**src/irq_timebase_defs.svh**
```systemverilog
// Offsets, field positions, reset values and counts of the interrupt block.
// Assumes inclusion by bare name; definitions only.
`ifndef IRQ_TIMEBASE_DEFS_SVH
`define IRQ_TIMEBASE_DEFS_SVH
`define ADDR_TIME_BASE_CONTROL 4'h0
`define ADDR_INT_CONTROL 4'h1
`define ADDR_GROUP_ENABLE 4'h2
`define ADDR_GROUP_FLAGS 4'h3
`define ADDR_SOURCE_FLAGS 4'h4
`define ADDR_SOURCE_ENABLE 4'h5
`define ADDR_SOURCE_MAP_BASE 4'h8
`define TBC_RESET 8'h37
`define TBC_ON_BIT 7
`define TBC_CLK_BIT 6
`define TBC_P1_HI 5
`define TBC_P1_LO 4
`define TBC_LP_BIT 3
`define TBC_P0_HI 2
`define TBC_P0_LO 0
`define ICTL_GIE_BIT 0
`define ICTL_CONV_EN_BIT 1
`define ICTL_P0_EN_BIT 2
`define ICTL_P1_EN_BIT 3
`define ICTL_CONV_FLAG_BIT 4
`define ICTL_P0_FLAG_BIT 5
`define ICTL_P1_FLAG_BIT 6
`define ICTL_RESET 8'h00
`define SYS_DIV_COUNT 2'h3
`define P0_BASE_SHIFT 8
`define P1_BASE_SHIFT 12
`define NUM_GROUPS 6
`define NUM_SOURCES 8
`define VEC_CONV 4'h1
`define VEC_P0 4'h2
`define VEC_P1 4'h3
`define VEC_GROUP_BASE 4'h4
`endif

```
**src/irq_timebase_pkg.sv**
```systemverilog
// Types shared by the interrupt and time-base block.
// Takes no numbers from the defs header; encodings and widths are given here.
package irq_timebase_pkg;
  typedef enum logic [1:0] {
    st_idle = 2'b00,
    st_call = 2'b01
  } ack_state_t;
  typedef logic [15:0] period_count_t;
endpackage

```
**src/source_map_mem.sv**
```systemverilog
// Small register file holding the group membership of each source.
// Assumes one clock domain; read data comes from a register.
`timescale 1ns/1ps
`default_nettype none
module source_map_mem (
  input wire logic clock_in,
  input wire logic rstn_in,
  input wire logic write_in,
  input wire logic [2:0] write_index_in,
  input wire logic [7:0] write_data_in,
  input wire logic [2:0] read_index_in,
  output logic [7:0] read_data_out,
  output logic [63:0] all_maps_out
);
  logic [7:0] map_words [0:7];
  always_ff @(posedge clock_in or negedge rstn_in) begin
    if (!rstn_in) begin
      for (int i = 0; i < 8; i++) begin
        map_words[i] <= 8'h00;
      end
    end else if (write_in) begin
      map_words[write_index_in] <= write_data_in;
    end
  end
  always_ff @(posedge clock_in or negedge rstn_in) begin
    if (!rstn_in) begin
      read_data_out <= 8'h00;
    end else begin
      read_data_out <= map_words[read_index_in];
    end
  end
  always_comb begin
    for (int i = 0; i < 8; i++) begin
      all_maps_out[i*8 +: 8] = map_words[i];
    end
  end
endmodule // source_map_mem
`default_nettype wire

```
**src/irq_timebase.sv**
```systemverilog
// Grouped interrupts, converter-done interrupt and two time-base interrupts.
// Assumes the CPU asserts ack_in for one cycle when it takes a call.
//
// The address map and the plain strobed port were chosen for this implementation.
`timescale 1ns/1ps
`default_nettype none
`include "irq_timebase_defs.svh"
module irq_timebase
  import irq_timebase_pkg::*;
(
  input wire logic clock_in,
  input wire logic rstn_in,
  input wire logic [3:0] addr_in,
  input wire logic [7:0] wdata_in,
  input wire logic write_in,
  input wire logic read_in,
  output logic [7:0] rdata_out,
  input wire logic [7:0] source_set_in,
  input wire logic conv_done_in,
  input wire logic period_dedicated_clock_in,
  input wire logic stack_full_in,
  input wire logic ack_in,
  output logic irq_out,
  output logic [3:0] vector_out,
  output logic wake_out,
  output logic slow_xtal_low_power_out,
  output logic interrupt_out
);
  logic [7:0] time_base_control;
  logic [7:0] int_control;
  logic [5:0] group_request_flags;
  logic [5:0] group_enable;
  logic [7:0] source_flags;
  logic [7:0] source_enable;
  logic [63:0] all_maps;
  logic [7:0] map_rdata;
  logic map_read_q;
  logic [7:0] reg_rdata;
  logic [7:0] reg_rdata_q;
  logic tb_sync1, tb_sync2, tb_sync3, tb_level;
  logic [1:0] sys_div;
  logic tick;
  period_count_t period_count;
  logic p0_ovf, p1_ovf;
  logic [5:0] group_set;
  logic [7:0] src_rise;
  logic take;
  logic [3:0] next_vector;
  logic pending;
  logic [16:0] flags_all, flags_prev;
  ack_state_t state;
  logic global_irq_enable, conv_done_flag, conv_done_irq_enable;
  logic period0_request_flag, period1_request_flag;
  logic period0_irq_enable, period1_irq_enable;
  logic period_gen_on, period_clock_select;
  logic [1:0] period1_length_sel;
  logic [2:0] period0_length_sel;
  logic map_write;

  function automatic logic is_wr(input logic [3:0] a, input logic [3:0] o);
    is_wr = write_in && (a == o);
  endfunction

  assign global_irq_enable = int_control[`ICTL_GIE_BIT];
  assign conv_done_irq_enable = int_control[`ICTL_CONV_EN_BIT];
  assign period0_irq_enable = int_control[`ICTL_P0_EN_BIT];
  assign period1_irq_enable = int_control[`ICTL_P1_EN_BIT];
  assign conv_done_flag = int_control[`ICTL_CONV_FLAG_BIT];
  assign period0_request_flag = int_control[`ICTL_P0_FLAG_BIT];
  assign period1_request_flag = int_control[`ICTL_P1_FLAG_BIT];
  assign period_gen_on = time_base_control[`TBC_ON_BIT];
  assign period_clock_select = time_base_control[`TBC_CLK_BIT];
  assign period1_length_sel = time_base_control[`TBC_P1_HI:`TBC_P1_LO];
  assign period0_length_sel = time_base_control[`TBC_P0_HI:`TBC_P0_LO];
  assign slow_xtal_low_power_out = time_base_control[`TBC_LP_BIT];
  assign map_write = write_in && addr_in[3];

  source_map_mem u_map (
    .clock_in(clock_in),
    .rstn_in(rstn_in),
    .write_in(map_write),
    .write_index_in(addr_in[2:0]),
    .write_data_in(wdata_in),
    .read_index_in(addr_in[2:0]),
    .read_data_out(map_rdata),
    .all_maps_out(all_maps)
  );

  always_ff @(posedge clock_in or negedge rstn_in) begin
    if (!rstn_in) begin
      time_base_control <= `TBC_RESET;
    end else if (is_wr(addr_in, `ADDR_TIME_BASE_CONTROL)) begin
      time_base_control <= wdata_in;
    end
  end

  // Dedicated clock arrives from outside; three-stage sampling
  always_ff @(posedge clock_in or negedge rstn_in) begin
    if (!rstn_in) begin
      tb_sync1 <= 1'b0;
      tb_sync2 <= 1'b0;
      tb_sync3 <= 1'b0;
      tb_level <= 1'b0;
    end else begin
      tb_sync1 <= period_dedicated_clock_in;
      tb_sync2 <= tb_sync1;
      tb_sync3 <= tb_sync2;
      if (tb_sync2 == tb_sync3) begin
        tb_level <= tb_sync3;
      end
    end
  end

  // Free running; periods on this clock are exact multiples of four
  always_ff @(posedge clock_in or negedge rstn_in) begin
    if (!rstn_in) begin
      sys_div <= 2'h0;
    end else begin
      sys_div <= (sys_div == `SYS_DIV_COUNT) ? 2'h0 : sys_div + 2'h1;
    end
  end

  // Edge of the dedicated clock only counts once both later stages agree
  always_comb begin
    if (period_clock_select) begin
      tick = (sys_div == `SYS_DIV_COUNT);
    end else begin
      tick = tb_sync2 && tb_sync3 && !tb_level;
    end
  end

  // Shared counter; the bit at each selected length and all bits below it, all set, flag the overflow
  // Switching the generator off restarts every period from zero
  always_ff @(posedge clock_in or negedge rstn_in) begin
    if (!rstn_in) begin
      period_count <= 16'h0000;
    end else if (!period_gen_on) begin
      period_count <= 16'h0000;
    end else if (tick) begin
      period_count <= period_count + 16'h0001;
    end
  end

  function automatic logic ovf_at(input period_count_t c, input int sh);
    ovf_at = (c[sh +: 1] == 1'b1) && ((c & ((16'h0001 << sh) - 16'h0001))
             == ((16'h0001 << sh) - 16'h0001));
  endfunction

  assign p0_ovf = period_gen_on && tick &&
    ovf_at(period_count, `P0_BASE_SHIFT - 1 + int'(period0_length_sel)) ==
    1'b1 ? 1'b1 : 1'b0;
  assign p1_ovf = period_gen_on && tick &&
    ovf_at(period_count, `P1_BASE_SHIFT - 1 + int'(period1_length_sel)) ==
    1'b1 ? 1'b1 : 1'b0;

  // Sources: timer, serial, pin, voltage, memory flags mapped into groups
  assign src_rise = source_set_in & ~source_flags;

  always_ff @(posedge clock_in or negedge rstn_in) begin
    if (!rstn_in) begin
      source_flags <= 8'h00;
      source_enable <= 8'h00;
    end else begin
      // Set wins over the write-one clear; group service never clears these
      if (is_wr(addr_in, `ADDR_SOURCE_FLAGS)) begin
        source_flags <= (source_flags & ~wdata_in) | source_set_in;
      end else begin
        source_flags <= source_flags | source_set_in;
      end
      if (is_wr(addr_in, `ADDR_SOURCE_ENABLE)) begin
        source_enable <= wdata_in;
      end
    end
  end

  // Only a rising source counts, so a held source cannot refire its group
  always_comb begin
    for (int g = 0; g < `NUM_GROUPS; g++) begin
      group_set[g] = 1'b0;
      for (int s = 0; s < `NUM_SOURCES; s++) begin
        group_set[g] = group_set[g] |
          (src_rise[s] & source_enable[s] & all_maps[s*8 + g]);
      end
    end
  end

  // Fixed priority: converter, period 0, period 1, then groups upward
  always_comb begin
    next_vector = 4'h0;
    pending = 1'b0;
    if (conv_done_flag && conv_done_irq_enable) begin
      next_vector = `VEC_CONV;
      pending = 1'b1;
    end else if (period0_request_flag && period0_irq_enable) begin
      next_vector = `VEC_P0;
      pending = 1'b1;
    end else if (period1_request_flag && period1_irq_enable) begin
      next_vector = `VEC_P1;
      pending = 1'b1;
    end else begin
      for (int g = `NUM_GROUPS - 1; g >= 0; g--) begin
        if (group_request_flags[g] && group_enable[g]) begin
          next_vector = `VEC_GROUP_BASE + 4'(g);
          pending = 1'b1;
        end
      end
    end
  end

  // Request withdrawn at once while stack full or global enable clear,
  // so the CPU can never take a call that the state register still holds
  assign irq_out = (state == st_call) && global_irq_enable &&
                   !stack_full_in;
  assign take = irq_out && ack_in;

  // Vector is frozen on entry; a later, higher request waits its turn
  always_ff @(posedge clock_in or negedge rstn_in) begin
    if (!rstn_in) begin
      state <= st_idle;
      vector_out <= 4'h0;
    end else begin
      unique case (state)
        st_idle: begin
          if (pending && global_irq_enable && !stack_full_in) begin
            state <= st_call;
            vector_out <= next_vector;
          end
        end
        st_call: begin
          if (ack_in || !global_irq_enable || stack_full_in) begin
            state <= st_idle;
          end
        end
      endcase
    end
  end

  function automatic logic flag_next(input logic cur, input logic set,
                                     input logic clr);
    flag_next = set | (cur & ~clr);
  endfunction

  always_ff @(posedge clock_in or negedge rstn_in) begin
    if (!rstn_in) begin
      int_control <= `ICTL_RESET;
    end else begin
      // A write in the cycle of a take keeps the written enables
      if (is_wr(addr_in, `ADDR_INT_CONTROL)) begin
        int_control[3:0] <= wdata_in[3:0];
      end else if (take) begin
        int_control[`ICTL_GIE_BIT] <= 1'b0;
      end
      int_control[`ICTL_CONV_FLAG_BIT] <= flag_next(conv_done_flag,
        conv_done_in,
        (take && vector_out == `VEC_CONV) ||
        (is_wr(addr_in, `ADDR_INT_CONTROL) && wdata_in[4]));
      int_control[`ICTL_P0_FLAG_BIT] <= flag_next(period0_request_flag,
        p0_ovf,
        (take && vector_out == `VEC_P0) ||
        (is_wr(addr_in, `ADDR_INT_CONTROL) && wdata_in[5]));
      int_control[`ICTL_P1_FLAG_BIT] <= flag_next(period1_request_flag,
        p1_ovf,
        (take && vector_out == `VEC_P1) ||
        (is_wr(addr_in, `ADDR_INT_CONTROL) && wdata_in[6]));
      int_control[7] <= 1'b0;
    end
  end

  always_ff @(posedge clock_in or negedge rstn_in) begin
    if (!rstn_in) begin
      group_request_flags <= 6'h00;
      group_enable <= 6'h00;
    end else begin
      for (int g = 0; g < `NUM_GROUPS; g++) begin
        group_request_flags[g] <= flag_next(group_request_flags[g],
          group_set[g],
          (take && vector_out == `VEC_GROUP_BASE + 4'(g)) ||
          (is_wr(addr_in, `ADDR_GROUP_FLAGS) && wdata_in[g]));
      end
      if (is_wr(addr_in, `ADDR_GROUP_ENABLE)) begin
        group_enable <= wdata_in[5:0];
      end
    end
  end

  // Wake on any rising flag, ignoring enables
  // Every flag keeps a bit of its own so no rise hides behind another
  assign flags_all = {source_flags, group_request_flags, period1_request_flag,
                      period0_request_flag, conv_done_flag};
  always_ff @(posedge clock_in or negedge rstn_in) begin
    if (!rstn_in) begin
      flags_prev <= 17'h00000;
      wake_out <= 1'b0;
    end else begin
      flags_prev <= flags_all;
      wake_out <= |(flags_all & ~flags_prev);
    end
  end

  // Level of any unmasked converter, period or group flag, whatever the global enable says
  assign interrupt_out = pending;

  always_comb begin
    unique case (addr_in)
      `ADDR_TIME_BASE_CONTROL: reg_rdata = time_base_control;
      `ADDR_INT_CONTROL: reg_rdata = int_control;
      `ADDR_GROUP_ENABLE: reg_rdata = {2'h0, group_enable};
      `ADDR_GROUP_FLAGS: reg_rdata = {2'h0, group_request_flags};
      `ADDR_SOURCE_FLAGS: reg_rdata = source_flags;
      `ADDR_SOURCE_ENABLE: reg_rdata = source_enable;
      default: reg_rdata = 8'h00;
    endcase
  end

  // Map words already sit in the memory's output register; other reads
  // are registered here, so both stand in the cycle after the strobe
  always_ff @(posedge clock_in or negedge rstn_in) begin
    if (!rstn_in) begin
      map_read_q <= 1'b0;
      reg_rdata_q <= 8'h00;
    end else begin
      map_read_q <= read_in && addr_in[3];
      reg_rdata_q <= read_in ? reg_rdata : 8'h00;
    end
  end
  assign rdata_out = map_read_q ? map_rdata : reg_rdata_q;
endmodule // irq_timebase
`default_nettype wire

```
**config.mk**
```make
export PLATFORM = sky130hd
export DESIGN_NAME = irq_timebase
export DESIGN_NICKNAME = d
export VERILOG_FILES = /design/src/irq_timebase_pkg.sv /design/src/source_map_mem.sv /design/src/irq_timebase.sv
export VERILOG_INCLUDE_DIRS = /design/src
export SDC_FILE = /design/constraint.sdc
export NUM_CORES = 1
export LEC_CHECK = 0
export BUFFER_PORTS_ARGS = -buffer_cell sky130_fd_sc_hd__buf_2
export CORE_MARGIN = 3
export CORE_UTILIZATION = 46
export DETAILED_ROUTE_END_ITERATION = 10
export PLACE_DENSITY = 0.65
export SYNTH_ARGS = -nofsm -noshare
export SYNTH_HDL_FRONTEND = slang
export SYNTH_HIERARCHICAL = 1
export SYNTH_SLANG_ARGS = --single-unit
```
**constraint.sdc**
```tcl
create_clock -name clock_in -period 1.55 [get_ports clock_in]
set_input_delay 0.155 -clock clock_in [delete_from_list [all_inputs] [get_ports clock_in]]
set_output_delay 0.155 -clock clock_in [all_outputs]
set_load 0.02 [all_outputs]
```
Yosys cells after proc, flatten, opt, wreduce, memory -nomap -nowiden
Index checks and enable logic that the tools add are counted.
{"block": "totals", "mem_bits_rw": 0, "reg_bits": 170, "mem_bits_ro": 0, "word_cells": 306, "output_inout_bits": 16, "latchBits": 0, "inputBits": 28, "memories": 0}
{"block": "classes", "addsub": 6, "bitwise_logic": 136, "n_eq_ne": 22, "n_mul": 0, "order_cmp": 2, "shifts": 4, "mux": 39, "n_reduce_logical": 68, "div_mod_pow": 0}
{"cell": "$and A1 B1 Y1", "count": 65}
{"cell": "$bwmux W64", "count": 1}
{"cell": "$or A1 B1 Y1", "count": 51}
{"cell": "$logic_and A1 B1 Y1", "count": 48}
{"cell": "$mux W8", "count": 6}
{"cell": "$pmux W8 S6", "count": 1}
{"cell": "$mux W4", "count": 9}
{"cell": "$and A16 B16 Y16", "count": 2}
{"cell": "$eq A16 B16 Y1", "count": 2}
{"cell": "$mux W16", "count": 2}
{"cell": "$sub A16 B1 Y16 const B", "count": 2}
{"cell": "$bmux W8 S3", "count": 1}
{"cell": "$demux W8 S3", "count": 1}
{"cell": "$eq A4 B3 Y1 const B", "count": 6}
{"cell": "$and A17 B17 Y17", "count": 1}
{"cell": "$not A17 Y17", "count": 1}
{"cell": "$reduce_or A17 Y1", "count": 1}
{"cell": "$add A16 B1 Y16 const B", "count": 1}
{"cell": "$and A8 B8 Y8", "count": 2}
{"cell": "$eq A4 B2 Y1 const B", "count": 4}
{"cell": "$not A8 Y8", "count": 2}
{"cell": "$or A8 B8 Y8", "count": 2}
{"cell": "$shiftx A16 B5 Y1", "count": 1}
{"cell": "$shiftx A16 B6 Y1", "count": 1}
{"cell": "25 further kinds", "count": 64}

Longest topological paths before layout
{"block": "logic_depth", "word_depth": 14, "ltp_mapped": 6, "depth_no_buf": 5}

Modules after synthesis
The synthesis kept the hierarchy.
{"mod": "irq_timebase", "n_inst": 1, "cells_per_inst": 451, "area_per_inst_um2": 4897.2}
{"mod": "source_map_mem", "n_inst": 1, "cells_per_inst": 180, "area_per_inst_um2": 3193.1}

Worst setup path before layout
OpenSTA, ideal clock, no wires.
{"block": "synth_timing", "kind": "register to register", "from": "reg int_control[3]", "to": "reg vector_out[1]", "path_stages_with_launch": 5, "period_less_slack_ns": 1.888, "path_buffers": 0, "arrival_ns": 1.763, "path_slack_ns": -0.338, "t_required_ns": 1.425, "path_cell_list": "dfrtp_1 -> a222oi_1 -> nand4_1 -> and2_4 -> mux2_4"}
{"block": "synth_between", "elab_chain_len": 7}
{"element": "from (decl)", "line_no": "irq_timebase.sv:30", "source": "logic [7:0] int_control;"}
{"element": "from (signal assigned)", "line_no": "irq_timebase.sv:245", "source": "int_control <= `ICTL_RESET;"}
{"element": "from (signal assigned)", "line_no": "irq_timebase.sv:249", "source": "int_control[3:0] <= wdata_in[3:0];"}
{"element": "from (signal, indexed assignment)", "line_no": "irq_timebase.sv:253", "source": "int_control[`ICTL_CONV_FLAG_BIT] <= flag_next(conv_done_flag,"}
{"element": "$logic_and A1 B1 Y1", "line_no": "irq_timebase.sv:197", "source": "end else if (period1_request_flag && period1_irq_enable) begin"}
{"element": "$mux W1", "line_no": "irq_timebase.sv:197"}
{"element": "$mux W1", "line_no": "irq_timebase.sv:194", "source": "end else if (period0_request_flag && period0_irq_enable) begin"}
{"element": "$mux W1", "line_no": "irq_timebase.sv:191", "source": "if (conv_done_flag && conv_done_irq_enable) begin"}
{"element": "via interrupt_out", "line_no": "irq_timebase.sv:27", "source": "output logic interrupt_out"}
{"element": "$logic_and A1 B1 Y1 (2 in a row)", "line_no": "irq_timebase.sv:224", "source": "if (pending && global_irq_enable && !stack_full_in) begin"}
{"element": "$reduce_and A2 Y1 (no source line)"}
{"element": "to (signal assigned)", "line_no": "irq_timebase.sv:226", "source": "vector_out <= next_vector;"}
{"element": "to (decl)", "line_no": "irq_timebase.sv:24", "source": "output logic [3:0] vector_out,"}
The timed path passes the listed nets, and every way through them passes these cells.
A chain may end at the register's enable or synchronous reset.

Final worst setup path
{"block": "layout_timing", "from": "reg int_control[3]", "to": "out interrupt_out"}
{"block": "layout_between", "elab_chain_len": 4}
{"element": "$logic_and A1 B1 Y1", "line_no": "irq_timebase.sv:197"}
{"element": "$mux W1", "line_no": "irq_timebase.sv:197"}
{"element": "$mux W1", "line_no": "irq_timebase.sv:194"}
{"element": "$mux W1", "line_no": "irq_timebase.sv:191"}
{"element": "to (decl)", "line_no": "irq_timebase.sv:27"}
Every way passes these cells.

==> results.json <==
{
  "fin_skew_ps": 4.640,
  "cts_root_buffer": "clkbuf_16",
  "reg2reg_to": "vector_out[1]$_DFFE_PN0P_",
  "synthFlopType": "dfrtp_1",
  "die-area_mm2": 0.01921,
  "startpoint_type": "flip-flop",
  "worstHoldStart": "ack_in",
  "io_buffers": 43,
  "synth_edf_count": 0,
  "status": "complete, but fails checks",
  "vias": 6208,
  "wl_per_cell_um": 22.08,
  "clk_pin_slew_worst_paths_ps": 60,
  "ys_types": 68,
  "fin_ws_ps": -397.8,
  "tritoncts": "done",
  "yosys.area_share.simple": 0.1050,
  "fill_cells": 1314,
  "tightest_slew_ps": 527.1,
  "dr.first_iter.drc_count": 538,
  "num_io_pins": 44,
  "synth_top_family_by_area": "multiplexers",
  "initial_core_util": 0.4794,
  "drt.antenna.violating_nets": 0,
  "instances_no_fill": 1033,
  "syn_avg_cell_area_um2": 12.82,
  "muxShareOfSynthArea": 0.2182,
  "ys_seq_area_frac": 0.5204,
  "crit_required_ps": 1390,
  "antennaDiodeCount": 0,
  "synth.top_cells.by_count": "163 x dfrtp_1, 112 x mux2_2, 38 x nand2_1, 26 x a22oi_1, 21 x inv_1",
  "track_usage": 0.2397,
  "synth.cell_area_mm2": 0.008090,
  "yosys.area_share.xor_xnor": 0.008661,
  "dp.final_hpwl_mm": 16.50,
  "hold_depth": 3,
  "violations": "setup timing",
  "firstDrtPassIters": 5,
  "period_needed_ps": 1948,
  "critPathCaptureType": "output port",
  "period_share": 1.257,
  "htreeDepth": 4,
  "synthAdderAreaFrac": 0.007733,
  "reg2reg_depth": 5,
  "synth_most_common_cell": "dfrtp_1",
  "vdd_ir_drop_max_mv": 0.8621,
  "worstSkewPairLatency_ps": 430,
  "finalSetupViolations": 18,
  "gp_congestion": 0.9510,
  "grt_pass1_vias": 6560,
  "row_count": 47,
  "antenna_found_initial": 0,
  "powerDensity_mw_per_mm2": 1258,
  "path_class": "flip-flop to output port",
  "dpl.cell_count": 982,
  "vias_per_cell": 6.010,
  "reg2reg_from": "int_control[3]$_DFFE_PN0P_",
  "fin_area_mm2": 0.01046,
  "r2r_slack_ps": -90,
  "fmax_mhz": 513.4,
  "drc_errors": 0,
  "die_y_um": 138.6,
  "maxCapViolations": 0,
  "rsz0062_at_grt": "yes",
  "synth.largest_area_cell": "dfrtp_1",
  "die-width_um": 138.6,
  "final_nets": 833,
  "hp-class": "input pin to flip-flop",
  "fp.coreArea_mm2": 0.01688,
  "slew_headroom": 0.6482,
  "arrival_ps": 1790,
  "area_growth_pct": 29.32,
  "holdPathEnd": "state[0]$_DFFE_PN0P_",
  "synth_compound_area_frac": 0.1098,
  "tns_ps": -1110,
  "numCtsBuffers": 17,
  "utilization": 0.6199,
  "leakagePower_nw": 4.653,
  "synth_top_area_share": 0.5042,
  "grt_pass1_wl_mm": 35.98,
  "slew_violations": 0,
  "grt_overflow": 0,
  "netlist_instances": 631,
  "drive_above_1_share": 0.4440,
  "yosysWarnings": 6,
  "routed_wirelength_mm": 22.81,
  "synth.ff_latch_count": 168,
  "async_reset_ff_frac": 1.000,
  "grt_max_degree": 46,
  "hold_viol_final": 0,
  "clockBufferDepth": 2,
  "crit_fanout": 2,
  "synth_area_leaders": "dfrtp_1 50%, mux2_2 16%, mux4_1 4.9%, a22oi_1 2.4%, nand2_1 1.8%",
  "place_area_mm2": 0.009422,
  "numClockSinks": 168
}
## placed cells by master, fill, tap and decap left out, types with 6 or more instances in the layout
master           n
mux2_2         108
nand4b_1         6
nand3_1         13
a21oi_1          8
buf_12           8
a21o_1           8
nand4_1          6
and2_1           6
inv_1           21
o22ai_1          9
mux4_1          15
buf_2           31
nor2b_1          7
dlygate4sd3_1   12
and3b_2          7
buf_4          113
nand2b_1         6
or3_1            6
buf_6           15
clkbuf_16       17
nand2_1         37
a22oi_1         22
dfrtp_1        162
nor2_1          14
## cell families (layout without fill, tap and decap cells)
logic type | Yosys count | in the layout
AO/OA/AOI/OAI | 118 | 118
XOR/XNOR | 8 | 8
adder cells (fa/ha/maj) | 5 | 5
buffers and inverters | 53 | 232
flip-flops | 168 | 168
multiplexers | 135 | 135
other | 1 | 4
AND/OR/NAND/NOR | 143 | 143
## repair_timing
item	in CTS	in global routing
hold buffers	12	0
gates resized for setup	42	33
hold endpoints to repair	59	0
setup endpoints to repair	27	32
pin swaps	10	24
buffers inserted	7	3
## stage by stage
step	hold slack (ps)	worst slack [ps]	power, mW
after detailed placement	100.8	-184.1	8.728
after global placement	96.17	-243.7	8.584
after CTS	11.20	-345.6	13.16
final	22.19	-397.8	13.16
after global routing	26.20	-492.6	13.75
after floorplan	-140.6	-338.3	7.358
## critical path: stages (launching register included)
cell      delay [ps]
dfrtp_1          380
a222oi_1         380
buf_4            180
nand4_1          120
buf_4            180
buf_6            120
## power breakdown
part	leakage [nW]	internal, mW	switching (mW)	total, mW
Clock	0.272	2.53	1.76	4.29
Combinational	2.36	1.62	1.37	2.99
Sequential	2.02	5.24	0.648	5.89
Total	4.65	9.38	3.78	13.2
## flip-flops by register name (all words and copies together) (netlist names), 2 cells and up
register             cells
group_request_flags      6
group_enable             6
int_control              7
u_map/read_data_out      8
flags_prev              17
reg_rdata_q              8
time_base_control        8
source_flags             8
u_map/all_maps_out      64
source_enable            8
period_count            15
vector_out               4
sys_div                  2
## worst max-delay path by stage
stage	slack, ps	to	from	cells after the start
4_1_cts	-350	interrupt_out	int_control[6]$_DFF_PN0_	5
6_report	-400	interrupt_out	int_control[3]$_DFFE_PN0P_	5
5_1_grt	-490	interrupt_out	int_control[3]$_DFFE_PN0P_	5
3_3_place_gp	-240	group_request_flags[5]$_DFF_PN0_	addr_in[3]	6
2_1_floorplan	-340	vector_out[1]$_DFFE_PN0P_	int_control[3]$_DFFE_PN0P_	4
3_5_place_dp	-180	group_request_flags[5]$_DFF_PN0_	addr_in[3]	6
## metal layers
| metal | vias to the layer above | GRT usage | part of all wire |
|---|---|---|---|
| met2 | 257 | 0.3985 | 0.49 |
| met1 | 3152 | 0.3113 | 0.42 |
| met5 | - | 0 | 0 |
| met3 | 59 | 0.05172 | 0.064 |
| li1 | 2740 | - | - |
| met4 | 0 | 0.08960 | 0.027 |
## final cells by class
class	count	area, um2	share of cell area
tap	220	275.3	0.02631
sequential	168	4212	0.4025
inverter	21	78.83	0.007534
clock inverter	12	151.4	0.01447
clock buffer	20	436.7	0.04174
multi-input combinational	413	3856	0.3686
timing repair buffer	179	1453	0.1388
(Power assumes the default switching activity.)
